===== src/pkg/dual_serial_port_regs.svh =====
// register indices, field positions, reset values and timing counts of the dual serial port
`ifndef DUAL_SERIAL_PORT_REGS_SVH
`define DUAL_SERIAL_PORT_REGS_SVH

// register indices; byte address is four times the index
`define IDX_CTRL0 8'h98
`define IDX_DATA0 8'h99
`define IDX_SADDR0 8'ha9
`define IDX_PORT1_STATION_ADDRESS 8'haa
`define IDX_MASK0 8'hb9
`define IDX_MASK1 8'hba
`define IDX_CTRL1 8'hc0
`define IDX_DATA1 8'hc1
`define IDX_MISC 8'hd0
`define IDX_BAUD0 8'hd1
`define IDX_BAUD1 8'hd2

// control register fields
`define CTL_MODE_HI 7
`define CTL_MODE_LO 6
`define CTL_ADDR_RX 5
`define CTL_RX_EN 4
`define CTL_TX9 3
`define CTL_RX9 2
`define CTL_TI 1
`define CTL_RI 0

// misc configuration fields
`define MISC_FE_SEL 0
`define MISC_ALL_EN 1
`define MISC_EN0 2
`define MISC_LVL0 4
`define MISC_DOUBLE 6

`define RST_BYTE 8'h00
`define RESP_OKAY 2'b00
`define RESP_SLVERR 2'b10

// bit times in clock periods
`define M0_DIV_SLOW 13'd12
`define M0_DIV_FAST 13'd4
`define M2_BIT_SLOW 13'd64
`define M2_BIT_FAST 13'd32
`define BAUD_SHIFT 4

// last frame bit indices
`define LAST_M0 4'd7
`define LAST_DATA_10 4'd8
`define LAST_DATA_11 4'd9

`endif


===== src/pkg/serial_pkg.sv =====
// types shared by the dual serial port
package serial_pkg;
	typedef enum logic [1:0] {
		MODE_SYNC,
		MODE_ASYNC10,
		MODE_ASYNC11_FIXED,
		MODE_ASYNC11_VAR
	} frame_mode_t;
	typedef enum {SH_IDLE, SH_TX_ASYNC, SH_M0_TX, SH_M0_RX} shift_state_t;
	typedef enum {RX_IDLE, RX_START, RX_BITS, RX_DONE} rx_state_t;
endpackage


===== src/dual_serial_port_addr_match.sv =====
// two serial ports with address recognition behind an axi4-lite slave
// Overview of operation
// - port 0 control bit 7 is mode bit or framing flag, per frame_err_select.
// - framing flag sets on bad stop bit, stays until software clears it.
// - mode bits pick sync 8-bit, async 10-bit, async 11-bit fixed, async 11-bit variable.
// - modes 2/3 with addressed reception: no receive flag when ninth bit is 0.
// - mode 1 with addressed reception: no receive flag without valid stop bit.
// - mode 0 shift clock is oscillator over 12, or over 4 with addressed_reception.
// - receiver starts only while rx_enable is 1; clearing it drops an async frame, but a mode 0 byte still completes.
// - modes 2/3 send tx_ninth_bit as the ninth data bit.
// - rx_ninth_bit holds ninth bit in modes 2/3, stop bit in mode 1.
// - transmit flag sets after eighth bit in mode 0, at stop start otherwise.
// - receive flag sets after eighth bit in mode 0, mid-stop otherwise.
// - hardware never clears the receive flag; software clears it per frame.
// - data buffer address reads receive register, writes load transmit buffer.
// - masked station address bits are compared, unmasked ones are don't-care.
// - an all-zero mask matches any incoming address.
// - port 1 has its own station address and mask, same matching.
// - port 1 control top bit is also mode bit or framing flag.
// - port interrupts pass only with their own enable and the global enable.
// - each port's level bit selects the higher interrupt priority.
// - port 1 offers the same four modes, lengths and rates.
`include "dual_serial_port_regs.svh"

module dual_serial_port_addr_match
	import serial_pkg::*;
(
	input wire logic aclk, // system clock
	input wire logic aresetn, // synchronous reset, active low
	input wire logic [9:0] awaddr, // write address
	input wire logic awvalid, // write address valid
	output logic awready, // write address ready
	input wire logic [31:0] wdata, // write data
	input wire logic [3:0] wstrb, // write byte strobes
	input wire logic wvalid, // write data valid
	output logic wready, // write data ready
	output logic [1:0] bresp, // write response
	output logic bvalid, // write response valid
	input wire logic bready, // write response ready
	input wire logic [9:0] araddr, // read address
	input wire logic arvalid, // read address valid
	output logic arready, // read address ready
	output logic [31:0] rdata, // read data
	output logic [1:0] rresp, // read response
	output logic rvalid, // read data valid
	input wire logic rready, // read data ready
	input wire logic port0_rxd_in, // port 0 receive pin level
	output logic port0_rxd_out, // port 0 receive pin drive in mode 0
	output logic port0_rxd_oe, // port 0 receive pin enable
	output logic port0_txd, // port 0 transmit line or shift clock
	input wire logic port1_rxd_in, // port 1 receive pin level
	output logic port1_rxd_out, // port 1 receive pin drive in mode 0
	output logic port1_rxd_oe, // port 1 receive pin enable
	output logic port1_txd, // port 1 transmit line or shift clock
	output logic irq_port0, // port 0 interrupt request
	output logic irq_port1, // port 1 interrupt request
	output logic irq_level_port0, // port 0 high priority
	output logic irq_level_port1 // port 1 high priority
);

	logic aw_held_r, w_held_r, awready_r, wready_r, bvalid_r, arready_r, rvalid_r;
	logic [7:0] wr_idx_r, wr_byte_r, misc_r, rd_byte;
	logic wr_strb_r, do_write, wr_hit, wr_mapped, rd_mapped;
	logic [1:0] bresp_r, rresp_r;
	logic [31:0] rdata_r;
	logic rxd_pin [2];
	logic [7:0] ctrl_view [2];
	logic [7:0] rxbuf_view [2];
	logic [7:0] port0_station_address_view [2];
	logic [7:0] mask_view [2];
	logic [7:0] baud_view [2];
	logic txd_o [2];
	logic rxd_out_o [2];
	logic rxd_oe_o [2];
	logic irq_o [2];
	logic lvl_o [2];

	assign rxd_pin[0] = port0_rxd_in;
	assign rxd_pin[1] = port1_rxd_in;
	assign port0_txd = txd_o[0];
	assign port1_txd = txd_o[1];
	assign port0_rxd_out = rxd_out_o[0];
	assign port1_rxd_out = rxd_out_o[1];
	assign port0_rxd_oe = rxd_oe_o[0];
	assign port1_rxd_oe = rxd_oe_o[1];
	assign irq_port0 = irq_o[0];
	assign irq_port1 = irq_o[1];
	assign irq_level_port0 = lvl_o[0];
	assign irq_level_port1 = lvl_o[1];
	assign awready = awready_r;
	assign wready = wready_r;
	assign bvalid = bvalid_r;
	assign bresp = bresp_r;
	assign arready = arready_r;
	assign rvalid = rvalid_r;
	assign rdata = rdata_r;
	assign rresp = rresp_r;

	// a write happens once both halves are held; byte lane 0 carries the register
	assign do_write = aw_held_r && w_held_r && !bvalid_r;
	assign wr_hit = do_write && wr_strb_r && wr_mapped;

	// decode of the write index
	always_comb begin
		unique case (wr_idx_r)
			`IDX_CTRL0, `IDX_DATA0, `IDX_SADDR0, `IDX_PORT1_STATION_ADDRESS, `IDX_MASK0, `IDX_MASK1,
			`IDX_CTRL1, `IDX_DATA1, `IDX_MISC, `IDX_BAUD0, `IDX_BAUD1: wr_mapped = 1'b1;
			default: wr_mapped = 1'b0;
		endcase
	end

	// write channels: address and data taken in either order, one write at a time
	always_ff @(posedge aclk) begin
		if (!aresetn) begin
			aw_held_r <= 1'b0;
			w_held_r <= 1'b0;
			awready_r <= 1'b1;
			wready_r <= 1'b1;
			bvalid_r <= 1'b0;
			bresp_r <= `RESP_OKAY;
			wr_idx_r <= `RST_BYTE;
			wr_byte_r <= `RST_BYTE;
			wr_strb_r <= 1'b0;
		end else begin
			if (awvalid && awready_r) begin
				aw_held_r <= 1'b1;
				awready_r <= 1'b0;
				wr_idx_r <= awaddr[9:2];
			end
			if (wvalid && wready_r) begin
				w_held_r <= 1'b1;
				wready_r <= 1'b0;
				wr_byte_r <= wdata[7:0];
				wr_strb_r <= wstrb[0];
			end
			if (do_write) begin
				bvalid_r <= 1'b1;
				bresp_r <= wr_mapped ? `RESP_OKAY : `RESP_SLVERR;
			end
			if (bvalid_r && bready) begin
				bvalid_r <= 1'b0;
				aw_held_r <= 1'b0;
				w_held_r <= 1'b0;
				awready_r <= 1'b1;
				wready_r <= 1'b1;
			end
		end
	end

	// read mux; reading has no side effect, unmapped indices answer slverr
	always_comb begin
		rd_mapped = 1'b1;
		unique case (araddr[9:2])
			`IDX_CTRL0: rd_byte = ctrl_view[0];
			`IDX_DATA0: rd_byte = rxbuf_view[0];
			`IDX_SADDR0: rd_byte = port0_station_address_view[0];
			`IDX_PORT1_STATION_ADDRESS: rd_byte = port0_station_address_view[1];
			`IDX_MASK0: rd_byte = mask_view[0];
			`IDX_MASK1: rd_byte = mask_view[1];
			`IDX_CTRL1: rd_byte = ctrl_view[1];
			`IDX_DATA1: rd_byte = rxbuf_view[1];
			`IDX_MISC: rd_byte = misc_r;
			`IDX_BAUD0: rd_byte = baud_view[0];
			`IDX_BAUD1: rd_byte = baud_view[1];
			default: begin
				rd_byte = `RST_BYTE;
				rd_mapped = 1'b0;
			end
		endcase
	end

	// read channel answers one cycle after the address is taken
	always_ff @(posedge aclk) begin
		if (!aresetn) begin
			arready_r <= 1'b1;
			rvalid_r <= 1'b0;
			rdata_r <= {24'h000000, `RST_BYTE};
			rresp_r <= `RESP_OKAY;
		end else if (arvalid && arready_r) begin
			arready_r <= 1'b0;
			rvalid_r <= 1'b1;
			rdata_r <= {24'h000000, rd_byte};
			rresp_r <= rd_mapped ? `RESP_OKAY : `RESP_SLVERR;
		end else if (rvalid_r && rready) begin
			rvalid_r <= 1'b0;
			arready_r <= 1'b1;
		end
	end

	// shared configuration: frame flag select, enables, levels, mode 2 rate
	always_ff @(posedge aclk) begin
		if (!aresetn) begin
			misc_r <= `RST_BYTE;
		end else if (wr_hit && wr_idx_r == `IDX_MISC) begin
			misc_r <= {1'b0, wr_byte_r[6:0]};
		end
	end

	for (genvar p = 0; p < 2; p++) begin : g_port
		localparam logic [7:0] IDX_CTRL = (p == 0) ? `IDX_CTRL0 : `IDX_CTRL1;
		localparam logic [7:0] IDX_DATA = (p == 0) ? `IDX_DATA0 : `IDX_DATA1;
		localparam logic [7:0] IDX_PORT0_STATION_ADDRESS = (p == 0) ? `IDX_SADDR0 : `IDX_PORT1_STATION_ADDRESS;
		localparam logic [7:0] IDX_MASK = (p == 0) ? `IDX_MASK0 : `IDX_MASK1;
		localparam logic [7:0] IDX_BAUD = (p == 0) ? `IDX_BAUD0 : `IDX_BAUD1;
		logic [7:0] ctrl_r, rxbuf_r, port0_station_address_r, mask_r, baud_r, m0_rx_r;
		logic fe_r, rx_s1, rx_s2, rx_s3, txd_r, rxd_out_r, rxd_oe_r, irq_r, lvl_r;
		logic wr_ctrl, wr_data, fes, sm2, ti_set, m0_rx_done, accept, fe_set, stop, match;
		logic [12:0] bit_len, half, sh_cnt_r, rx_cnt_r;
		logic [3:0] sh_bits_r, rx_bits_r, last_data, sh_last;
		logic [10:0] sh_reg_r;
		logic [9:0] frame_r;
		frame_mode_t mode;
		shift_state_t sh_state_r;
		rx_state_t rx_state_r;

		assign wr_ctrl = wr_hit && wr_idx_r == IDX_CTRL;
		assign wr_data = wr_hit && wr_idx_r == IDX_DATA;
		assign fes = misc_r[`MISC_FE_SEL];
		assign sm2 = ctrl_r[`CTL_ADDR_RX];
		// mode from the two mode bits
		assign mode = frame_mode_t'(ctrl_r[`CTL_MODE_HI:`CTL_MODE_LO]);
		// top bit shows flag or mode bit
		assign ctrl_view[p] = {fes ? fe_r : ctrl_r[`CTL_MODE_HI], ctrl_r[6:0]};
		assign rxbuf_view[p] = rxbuf_r;
		assign port0_station_address_view[p] = port0_station_address_r;
		assign mask_view[p] = mask_r;
		assign baud_view[p] = baud_r;
		assign txd_o[p] = txd_r;
		assign rxd_out_o[p] = rxd_out_r;
		assign rxd_oe_o[p] = rxd_oe_r;
		assign irq_o[p] = irq_r;
		assign lvl_o[p] = lvl_r;

		// bit time per mode; variable rate is sixteen clocks per divisor step
		always_comb begin
			unique case (mode)
				// mode 0 clock divide by 12 or 4
				MODE_SYNC: bit_len = sm2 ? `M0_DIV_FAST : `M0_DIV_SLOW;
				MODE_ASYNC11_FIXED: bit_len = misc_r[`MISC_DOUBLE] ? `M2_BIT_FAST : `M2_BIT_SLOW;
				MODE_ASYNC10, MODE_ASYNC11_VAR: bit_len = (13'(baud_r) + 13'd1) << `BAUD_SHIFT;
			endcase
		end
		assign half = bit_len >> 1;
		assign last_data = (mode == MODE_ASYNC10) ? `LAST_DATA_10 : `LAST_DATA_11;
		assign sh_last = (sh_state_r == SH_TX_ASYNC) ? 4'(last_data + 4'd1) : `LAST_M0;

		// station address, mask and baud divisor
		always_ff @(posedge aclk) begin
			if (!aresetn) begin
				port0_station_address_r <= `RST_BYTE;
				mask_r <= `RST_BYTE;
				baud_r <= `RST_BYTE;
			end else begin
				if (wr_hit && wr_idx_r == IDX_PORT0_STATION_ADDRESS) port0_station_address_r <= wr_byte_r;
				if (wr_hit && wr_idx_r == IDX_MASK) mask_r <= wr_byte_r;
				if (wr_hit && wr_idx_r == IDX_BAUD) baud_r <= wr_byte_r;
			end
		end

		// shift unit: async transmit, and both directions of mode 0 on the shared pins
		always_ff @(posedge aclk) begin
			if (!aresetn) begin
				sh_state_r <= SH_IDLE;
				sh_cnt_r <= 13'd0;
				sh_bits_r <= 4'd0;
				sh_reg_r <= 11'h000;
				m0_rx_r <= `RST_BYTE;
			end else begin
				unique case (sh_state_r)
					SH_IDLE: begin
						sh_cnt_r <= 13'd0;
						sh_bits_r <= 4'd0;
						if (wr_data) begin
							if (mode == MODE_SYNC) begin
								sh_reg_r <= {3'b111, wr_byte_r};
								sh_state_r <= SH_M0_TX;
							end else begin
								sh_reg_r <= {1'b1, (mode == MODE_ASYNC10) | ctrl_r[`CTL_TX9],
									wr_byte_r, 1'b0};
								sh_state_r <= SH_TX_ASYNC;
							end
						// mode 0 receive only with rx_enable
						end else if (mode == MODE_SYNC && ctrl_r[`CTL_RX_EN] && !ctrl_r[`CTL_RI]) begin
							sh_state_r <= SH_M0_RX;
						end
					end
					SH_TX_ASYNC, SH_M0_TX, SH_M0_RX: begin
						sh_cnt_r <= (sh_cnt_r == bit_len - 13'd1) ? 13'd0 : sh_cnt_r + 13'd1;
						// mode 0 input sampled at the rising edge of the shift clock
						if (sh_state_r == SH_M0_RX && sh_cnt_r == half) m0_rx_r <= {rx_s2, m0_rx_r[7:1]};
						if (sh_cnt_r == bit_len - 13'd1) begin
							sh_bits_r <= sh_bits_r + 4'd1;
							sh_reg_r <= {1'b1, sh_reg_r[10:1]};
							if (sh_bits_r == sh_last) sh_state_r <= SH_IDLE;
						end
					end
				endcase
			end
		end

		// transmit flag at end of bit 8 in mode 0, at stop start otherwise
		assign ti_set = (sh_cnt_r == bit_len - 13'd1) &&
			((sh_state_r == SH_TX_ASYNC && sh_bits_r == last_data) ||
			(sh_state_r == SH_M0_TX && sh_bits_r == `LAST_M0));
		assign m0_rx_done = sh_state_r == SH_M0_RX && sh_cnt_r == bit_len - 13'd1 &&
			sh_bits_r == `LAST_M0;

		// pin drivers; mode 0 clock is low for the first half of each bit
		always_ff @(posedge aclk) begin
			if (!aresetn) begin
				txd_r <= 1'b1;
				rxd_out_r <= 1'b1;
				rxd_oe_r <= 1'b0;
			end else begin
				txd_r <= (sh_state_r == SH_TX_ASYNC) ? sh_reg_r[0] :
					(sh_state_r == SH_IDLE) | (sh_cnt_r >= half);
				rxd_out_r <= (sh_state_r == SH_M0_TX) ? sh_reg_r[0] : 1'b1;
				rxd_oe_r <= sh_state_r == SH_M0_TX;
			end
		end

		// receive pin synchroniser; the third stage feeds the start edge detect
		always_ff @(posedge aclk) begin
			if (!aresetn) begin
				rx_s1 <= 1'b1;
				rx_s2 <= 1'b1;
				rx_s3 <= 1'b1;
			end else begin
				rx_s1 <= rxd_pin[p];
				rx_s2 <= rx_s1;
				rx_s3 <= rx_s2;
			end
		end

		// async receiver: start checked at half bit, then every bit at its middle
		always_ff @(posedge aclk) begin
			if (!aresetn) begin
				rx_state_r <= RX_IDLE;
				rx_cnt_r <= 13'd0;
				rx_bits_r <= 4'd0;
				frame_r <= 10'h000;
			end else if (rx_state_r != RX_IDLE && !ctrl_r[`CTL_RX_EN]) begin
				// clearing rx_enable drops a frame in flight
				rx_state_r <= RX_IDLE;
			end else begin
				unique case (rx_state_r)
					RX_IDLE: begin
						rx_cnt_r <= 13'd0;
						rx_bits_r <= 4'd0;
						// start only while rx_enable is set
						if (ctrl_r[`CTL_RX_EN] && mode != MODE_SYNC && rx_s3 && !rx_s2)
							rx_state_r <= RX_START;
					end
					RX_START: begin
						rx_cnt_r <= rx_cnt_r + 13'd1;
						if (rx_cnt_r == half) begin
							rx_cnt_r <= 13'd0;
							rx_state_r <= rx_s2 ? RX_IDLE : RX_BITS;
						end
					end
					RX_BITS: begin
						rx_cnt_r <= rx_cnt_r + 13'd1;
						if (rx_cnt_r == bit_len - 13'd1) begin
							rx_cnt_r <= 13'd0;
							frame_r[rx_bits_r] <= rx_s2;
							rx_bits_r <= rx_bits_r + 4'd1;
							if (rx_bits_r == last_data) rx_state_r <= RX_DONE;
						end
					end
					RX_DONE: rx_state_r <= RX_IDLE;
				endcase
			end
		end

		// an empty mask matches every address
		assign match = ((frame_r[7:0] ^ port0_station_address_r) & mask_r) == 8'h00;
		assign stop = (mode == MODE_ASYNC10) ? frame_r[8] : frame_r[9];
		// ninth bit 0 is dropped under addressed reception
		// mode 1 needs a valid stop under addressed reception
		// receive flag one cycle after the mid-stop sample
		assign accept = rx_state_r == RX_DONE && !ctrl_r[`CTL_RI] &&
			((mode == MODE_ASYNC10) ? (!sm2 || stop) : (!sm2 || (frame_r[8] && match)));
		assign fe_set = rx_state_r == RX_DONE && !stop;

		// receive register; an unread frame is kept while the receive flag is up
		always_ff @(posedge aclk) begin
			if (!aresetn) begin
				rxbuf_r <= `RST_BYTE;
			end else if (accept) begin
				rxbuf_r <= frame_r[7:0];
			end else if (m0_rx_done) begin
				rxbuf_r <= m0_rx_r;
			end
		end

		// control register; hardware sets come last so they win over a clear
		always_ff @(posedge aclk) begin
			if (!aresetn) begin
				ctrl_r <= `RST_BYTE;
			end else begin
				if (wr_ctrl) begin
					ctrl_r[6:0] <= wr_byte_r[6:0];
					if (!fes) ctrl_r[`CTL_MODE_HI] <= wr_byte_r[`CTL_MODE_HI];
				end
				// ninth bit or stop bit captured
				if (accept) ctrl_r[`CTL_RX9] <= frame_r[8];
				if (ti_set) ctrl_r[`CTL_TI] <= 1'b1;
				// set at end of bit 8 in mode 0
				// only set here, never cleared by hardware
				if (accept || m0_rx_done) ctrl_r[`CTL_RI] <= 1'b1;
			end
		end

		// framing flag sticky until software writes a 0
		always_ff @(posedge aclk) begin
			if (!aresetn) begin
				fe_r <= 1'b0;
			end else if (fe_set) begin
				fe_r <= 1'b1;
			end else if (wr_ctrl && fes && !wr_byte_r[`CTL_MODE_HI]) begin
				fe_r <= 1'b0;
			end
		end

		// interrupt request and priority level
		always_ff @(posedge aclk) begin
			if (!aresetn) begin
				irq_r <= 1'b0;
				lvl_r <= 1'b0;
			end else begin
				irq_r <= misc_r[`MISC_ALL_EN] && misc_r[`MISC_EN0 + p] &&
					(ctrl_r[`CTL_TI] || ctrl_r[`CTL_RI]);
				lvl_r <= misc_r[`MISC_LVL0 + p];
			end
		end
	end

endmodule


===== config.mk =====
export PLATFORM = sky130hd
export DESIGN_NAME = dual_serial_port_addr_match
export DESIGN_NICKNAME = d
export VERILOG_FILES = /design/src/pkg/serial_pkg.sv /design/src/dual_serial_port_addr_match.sv
export VERILOG_INCLUDE_DIRS = /design/src /design/src/pkg
export SDC_FILE = /design/constraint.sdc
export NUM_CORES = 1
export LEC_CHECK = 0
export BUFFER_PORTS_ARGS = -buffer_cell sky130_fd_sc_hd__buf_2
export CAP_MARGIN = 10
export CORE_UTILIZATION = 45
export CTS_BUF_LIST = sky130_fd_sc_hd__clkbuf_8
export CTS_CLUSTER_SIZE = 20
export DETAILED_ROUTE_END_ITERATION = 12
export GPL_TIMING_DRIVEN = 0
export PLACE_DENSITY = 0.63
export SETUP_SLACK_MARGIN = 0.05
export SKIP_LAST_GASP = 1
export SLEW_MARGIN = 0
export SYNTH_ARGS = -nofsm -noshare
export SYNTH_HDL_FRONTEND = slang
export SYNTH_SLANG_ARGS = --single-unit

===== constraint.sdc =====
create_clock -name aclk -period 4.3 [get_ports aclk]
set_clock_uncertainty 0.1 [all_clocks]
set_input_delay 1.075 -clock aclk [delete_from_list [all_inputs] [get_ports aclk]]
set_output_delay 1.075 -clock aclk [all_outputs]
set_load 0.005 [all_outputs]

# Word-level counts from Yosys, hierarchy flattened
# Index checks and enable logic that the tools add are counted.
word_totals:
  ff_bits: 395
  output_inout_bits: 51
classes:
  addsub: 14
  magnitude_cmp: 6
  eq_ne: 80
  n_mux: 98
  n_bitwise: 12
  n_reduce_logical: 140
ops:
  columns: ["operator", "n"]
  rows:
  - ["32-bit 2-to-1 mux", 16]
  - ["32-bit by 2-bit equality test with 1-bit output, second input constant", 10]
  - ["32-bit case mux with 4 select lines", 2]
  - ["32-bit by 3-bit equality test with 1-bit output, second input constant", 6]
  - ["32-bit zero test", 6]
  - ["8-bit equality test, second input constant", 22]
  - ["13-bit case mux with 3 select lines", 4]
  - ["32-bit by 1-bit equality test with 1-bit output, second input constant", 4]
  - ["32-bit case mux with 2 select lines", 2]
  - ["8-bit case mux with 11 select lines", 1]
  - ["13-bit 2-to-1 mux", 6]
  - ["32-bit nonzero test", 2]
  - ["1-bit logical AND", 62]
  - ["13-bit by 1-bit adder with 13-bit output, second input constant", 4]
  - ["13-bit by 12-bit equality test with 1-bit output", 4]
  - ["13-bit equality test", 4]
  - ["13-bit case mux with 2 select lines", 2]
  - ["11-bit 2-to-1 mux", 4]
  - ["11-bit case mux with 2 select lines", 2]
  - ["4-bit 2-to-1 mux", 8]
  - ["8-bit 2-to-1 mux", 4]
  - ["4-bit case mux with 2 select lines", 4]
  - ["2-bit nonzero test", 15]
  - ["1-bit 2-to-1 mux", 28]
  - ["other kinds (33)", 128]

# Longest topological paths before layout
logic_depth:
  depth_word: 9
  mapped_depth: 15

# Worst setup path before layout
# OpenSTA, ideal clock, no wires.
synth_timing:
  path_type: "flip-flop to flip-flop"
  startpoint: "reg g_port[0].baud_r[0]"
  endpoint: "reg g_port[0].rxbuf_r[0]"
  t_arrival_ps: 3063
  required_ps: 4063
  path_slack_ps: 1000
  path_stages_with_launch: 13
  n_path_buf: 2
  path_cell_list: "dfxtp_1 > ha_1 > clkbuf_1 > and3_1 > mux2_2 > nor3_2 > a21oi_1 > or4_1 > o21a_1 > nor4_1 > buf_2 > mux2i_1 > a211oi_1"
synth_via:
  elab_chain_len: 7
synth_rtl:
  columns: ["item", "line_no", "text"]
  rows:
  - ["start, declared", "dual_serial_port_addr_match.sv:205", "logic [7:0] ctrl_r, rxbuf_r, port0_station_address_r, mask_r, baud_r, m0_rx_r;"]
  - ["start signal, assigned", "dual_serial_port_addr_match.sv:252", "baud_r <= `RST_BYTE;"]
  - ["start signal, assigned", "dual_serial_port_addr_match.sv:256", "if (wr_hit && wr_idx_r == IDX_BAUD) baud_r <= wr_byte_r;"]
  - ["8-bit by 1-bit adder with 9-bit output", "dual_serial_port_addr_match.sv:240", "MODE_ASYNC10, MODE_ASYNC11_VAR: bit_len = (13'(baud_r) + 13'd1) << `BAUD_SHIFT;"]
  - ["13-bit case mux with 3 select lines", "dual_serial_port_addr_match.sv:236", "unique case (mode)"]
  - ["13-bit by 1-bit subtractor with 13-bit output", "dual_serial_port_addr_match.sv:305", "assign m0_rx_done = sh_state_r == SH_M0_RX && sh_cnt_r == bit_len - 13'd1 &&"]
  - ["13-bit equality test", "dual_serial_port_addr_match.sv:305", null]
  - ["1-bit logical AND", "dual_serial_port_addr_match.sv:305", null]
  - ["1-bit logical AND (no line)", null, null]
  - ["2-bit nonzero test (no line)", null, null]
  - ["end signal, assigned", "dual_serial_port_addr_match.sv:388", "rxbuf_r <= `RST_BYTE;"]
  - ["end signal, assigned", "dual_serial_port_addr_match.sv:390", "rxbuf_r <= frame_r[7:0];"]
  - ["end signal, assigned", "dual_serial_port_addr_match.sv:392", "rxbuf_r <= m0_rx_r;"]
  - ["end, declared", "dual_serial_port_addr_match.sv:205", null]
# Every way passes these cells.
# A chain may end at the register's enable or synchronous reset.

# Worst setup path after layout
layout_timing:
  startpoint: "reg g_port[0].ctrl_r[6]"
  endpoint: "reg g_port[0].txd_r, in the netlist port0_txd"
layout_via:
  elab_chain_len: 6
layout_rtl:
  columns: ["item", "line_no", "text"]
  rows:
  - ["start, declared", "dual_serial_port_addr_match.sv:205", null]
  - ["start signal, assigned", "dual_serial_port_addr_match.sv:399", "ctrl_r <= `RST_BYTE;"]
  - ["start signal, assigned", "dual_serial_port_addr_match.sv:402", "ctrl_r[6:0] <= wr_byte_r[6:0];"]
  - ["start signal, assigned by index", "dual_serial_port_addr_match.sv:403", "if (!fes) ctrl_r[`CTL_MODE_HI] <= wr_byte_r[`CTL_MODE_HI];"]
  - ["2-bit by 1-bit equality test with 1-bit output or 2-bit equality test (tied branches)", "dual_serial_port_addr_match.sv:236", null]
  - ["2-bit OR reduction", "dual_serial_port_addr_match.sv:236", null]
  - ["13-bit case mux with 3 select lines (*)", "dual_serial_port_addr_match.sv:236", null]
  - ["13-bit by 12-bit >= comparator with 1-bit output (*)", "dual_serial_port_addr_match.sv:316", "(sh_state_r == SH_IDLE) | (sh_cnt_r >= half);"]
  - ["1-bit bitwise OR (*)", "dual_serial_port_addr_match.sv:316", null]
  - ["1-bit 2-to-1 mux (*)", "dual_serial_port_addr_match.sv:315", "txd_r <= (sh_state_r == SH_TX_ASYNC) ? sh_reg_r[0] :"]
  - ["end signal, assigned", "dual_serial_port_addr_match.sv:315", null]
  - ["end, declared", "dual_serial_port_addr_match.sv:206", "logic fe_r, rx_s1, rx_s2, rx_s3, txd_r, rxd_out_r, rxd_oe_r, irq_r, lvl_r;"]
# Every way passes the cells marked *; elsewhere a longest branch is shown, timed or not.

==> key figures <==
Finish
  – Share of layout cells above drive strength 1: 0.1041
  – Finished Core Util: 0.5185
  – Layout fillers: ~3300
  – Final #Nets: 2104
  – Layout area overhead: 12.86%
  – Finished Layout Cells: 2475

Clock tree
  – Clk sink count: 273
  – CTS tree: done
  – Post-CTS Setup Bufs: 0
  – Hold buffers post-CTS: 0
  – Clk slew on worst S/H paths: 0.06 ns
  – Clk buf depth: 3
  – Worst-Skew Late Latency: 0.64 ns
  – CTS H-tree depth: 2
  – TritonCTS Buffers: 49
  – Root buf cell: clkbuf_8

STA
  – RSZ-0062 raised after global routing: no
  – Least-Margin Pin Slew: 1.320 ns
  – Fin crit period: just over 4 ns
  – Fmax: about 0.25 GHz
  – Tcrit/Tclk final: 0.9463
  – Slew Limit Fails: 0
  – Sum of negative setup slack: 0 ns
  – Final-report setup violation count: 0
  – Final worst slack: approximately 0.23 ns
  – Final Hold Fails: 0
  – Slew headroom: 0.1120

Placement
  – Place WS: -0.005479 ns
  – DP Cell Count: 2389
  – Hpwl dp: 34.57 mm
  – Gpl congestion: 0.9162
  – PortBufs: 57

Routing
  – Wirelength per Cell: between 15 and 20 microns
  – Final wirelength: roughly 47 mm
  – DR pass1 iterations: 5
  – Final ANT Viol Nets: 0
  – Vias post-DR: 14105
  – Vias per std cell: 5.699
  – Initial DRC Count: 1210
  – DRC: 0
  – WL met1: 21.36 mm
  – Met2 WL: 20.13 mm
  – Met3 WL: 3.554 mm
  – DR top layer: met4

Worst setup path
  – Worst Reg-to-Reg Cells: 15
  – Crit path depth: 15
  – Crit end category: flop
  – Crit Path Max Fanout: 10
  – Slowest-stage cell, CP: a2111oi_0
  – CP Data Required Time: between 4 and 5 ns
  – Worst path top cell family by delay: buffers and inverters
  – Crit path kind: reg2reg
  – Crit path buffers/inverters: 4
  – R2R setup slack: 0.23 ns
  – Worst Setup SP: g_port[0].ctrl_r[6]
  – RR Endpoint: port0_txd
  – Worst setup endpoint: port0_txd
  – Crit-path max cell delay: 0.47 ns
  – Startpoint types: flop
  – Worst EP arrival: between 4 and 5 ns
  – Critical-path cell list: clkbuf_1 -> clkbuf_2 -> clkbuf_2 -> clkbuf_1 -> or3_1 -> ha_1 -> nor2b_1 -> o21a_1 -> o21a_1 -> o21a_1 -> o21a_1 -> o21ai_0 -> a21oi_1 -> a2111oi_0 -> nor3_1
  – Crit-path most repeated cell: o21a_1
  – Reg2reg start: g_port[0].ctrl_r[6]

Worst hold path
  – HP Class: reg2reg

Synth
  – Syn Std Cell Area: 0.01548 sq mm
  – Share of flip-flops with an asynchronous set or reset: 0
  – Synth area leader: dfxtp_1
  – Area contributors post-synth: dfxtp_1 35%, mux2i_1 8.5%, nor2_1 5.2%
  – Number of flops mapped to enable cells by yosys: 0
  – Synth cell types: 79
  – #FFs+latches synth: 273
  – Cells after Synth: 1858
  – Synth top cells by count: 273 x dfxtp_1, 216 x nor2_1, 160 x nand2_1
  – Yosys top cell area share: 0.3530
  – Top FF cell, synth: dfxtp_1
  – Seq/Total Area, Yosys: 0.3530
  – Most frequent cell after synthesis: dfxtp_1
  – Synth warnings: 0
  – Avg Cell Area, Syn: 8.333 sq um

Pwr
  – Maximum vdd ir drop: 0.0002844 V
  – PD cells: 309.4 mW/mm^2
  – Lkg Pwr: 6.994 nW
  – Final Power: 5.407 mW

Die
  – Die width: between 150 and 200 microns
  – Starting density of the core: 0.4595
  – Core region area: 0.03370 sq mm
  – Die area: 0.03515 sq mm
  – Top Ports: 116
  – Die height: 187.5 microns
  – Row cnt: 67

Job
  – MaxCap Viol Count: 0

Global routing
  – Vias in the first global route: 13124
  – Grt total ovfl: 0
  – GRT Overall Usage: 0.2652
  – Largest net degree at the start of global routing: 14
  – Initial antenna violation count: 1
  – First-pass GRT wire length: around 73 mm

Outcome
  – Status: completed
power breakdown:
| part | leakage (nW) | switching, mW | internal (mW) | total [mW] |
|---|---|---|---|---|
| Clock | 0.579 | 1.16 | 1.43 | 2.58 |
| Sequential | 2.21 | 0.0252 | 2.55 | 2.58 |
| Combinational | 4.21 | 0.165 | 0.0786 | 0.244 |
| Total | 6.99 | 1.35 | 4.06 | 5.41 |
worst min path at each step:
stage / startpoint / cells past startpoint / to / slack (ns)
2_1_floorplan: g_port[0].rx_s1 / 1 / g_port[0].rx_s2 / 0.29
3_3_place_gp: g_port[0].rx_s1 / 1 / g_port[0].rx_s2 / 0.29
3_5_place_dp: g_port[0].rx_s1 / 1 / g_port[0].rx_s2 / 0.30
4_1_cts: g_port[0].rx_s1 / 1 / g_port[0].rx_s2 / 0.31
5_1_grt: g_port[0].rx_s1 / 1 / g_port[0].rx_s2 / 0.33
6_report: g_port[0].rx_s1 / 1 / g_port[0].rx_s2 / 0.31
state kept, by name, summed over array words and instances (netlist names), 8 cells and up, named ones only:
signal,count
g_port.mask_r,16
rdata,8
wr_byte_r,8
g_port.sh_cnt_r,26
g_port.rxbuf_r,16
wr_idx_r,8
g_port.sh_bits_r,8
g_port.port0_station_address_r,16
g_port.rx_bits_r,8
g_port.baud_r,16
g_port.sh_reg_r,22
g_port.m0_rx_r,16
g_port.frame_r,20
g_port.ctrl_r,16
g_port.rx_cnt_r,26
kinds of logic after synthesis:
kind of cell    after synthesis  share of synthesized area
other cells                   1                  0.0002422
flops                       273                     0.3530
mux                         140                    0.09123
buf+inv                     193                    0.05576
xor+xnor                    116                    0.06739
simple gates                696                     0.2217
compound gates              391                     0.1719
fa+ha+maj                    48                    0.03879
final cells by class:
type,instances,area (sq um),area share
Sequential cell,273,5465,0.3128
Timing Repair Buffer,58,292.8,0.01675
Tap cell,448,560.5,0.03208
Clock inverter,27,209.0,0.01196
Inverter,49,183.9,0.01053
Antenna cell,1,2.502,0.0001432
Buffer,143,681.9,0.03902
Clock buffer,59,812.0,0.04647
Multi-Input combinational cell,1417,9266,0.5303
placed cells by master, fill, tap and decap left out, types with 10 or more instances in the layout:
| cell type | synthesis | layout |
|---|---|---|
| a211oi_1 | 15 | 15 |
| a21boi_0 | 15 | 15 |
| a21oi_1 | 88 | 88 |
| a221oi_1 | 10 | 10 |
| a22o_1 | 10 | 10 |
| a22oi_1 | 28 | 28 |
| and2_1 | 16 | 16 |
| and3_1 | 41 | 41 |
| buf_2 | 8 | 65 |
| buf_4 | 30 | 31 |
| clkbuf_1 | 94 | 89 |
| clkbuf_8 | 0 | 59 |
| conb_1 | 1 | 26 |
| dfxtp_1 | 273 | 273 |
| ha_1 | 48 | 48 |
| inv_1 | 48 | 61 |
| mux2i_1 | 131 | 131 |
| nand2_1 | 160 | 160 |
| nand2b_1 | 25 | 25 |
| nand3_1 | 64 | 64 |
| nand3b_1 | 10 | 10 |
| nand4_1 | 32 | 32 |
| nor2_1 | 216 | 216 |
| nor2b_1 | 20 | 20 |
| nor3_1 | 34 | 33 |
| nor4_1 | 13 | 11 |
| o211a_1 | 13 | 13 |
| o211ai_1 | 12 | 12 |
| o21a_1 | 29 | 29 |
| o21ai_0 | 86 | 85 |
| or3_1 | 14 | 14 |
| xnor2_1 | 51 | 51 |
| xor2_1 | 63 | 63 |
layer usage:
metal / GRT usage / up-vias
met1: 0.3613 / 6602
met3: 0.05091 / 116
li1: - / 6832
met2: 0.4042 / 555
met4: 0.1223 / 0
met5: 0 / -
timing repair:
item / 4_1_cts / 5_1_grt
hold endpoints to repair: 0 / 0
resized for setup: 1 / 9
endpoints found under the setup margin: 8 / 35
per-stage QoR:
| step | area (sq um) | hold slack, ns |
|---|---|---|
| detailed placement | 16440 | 0.2972 |
| CTS | 17460 | 0.3117 |
| global route | 17470 | 0.3333 |
| global placement | 16420 | 0.2907 |
| finish | 17470 | 0.3069 |
| floorplan | 15580 | 0.2863 |
(Power assumes the default switching activity.)
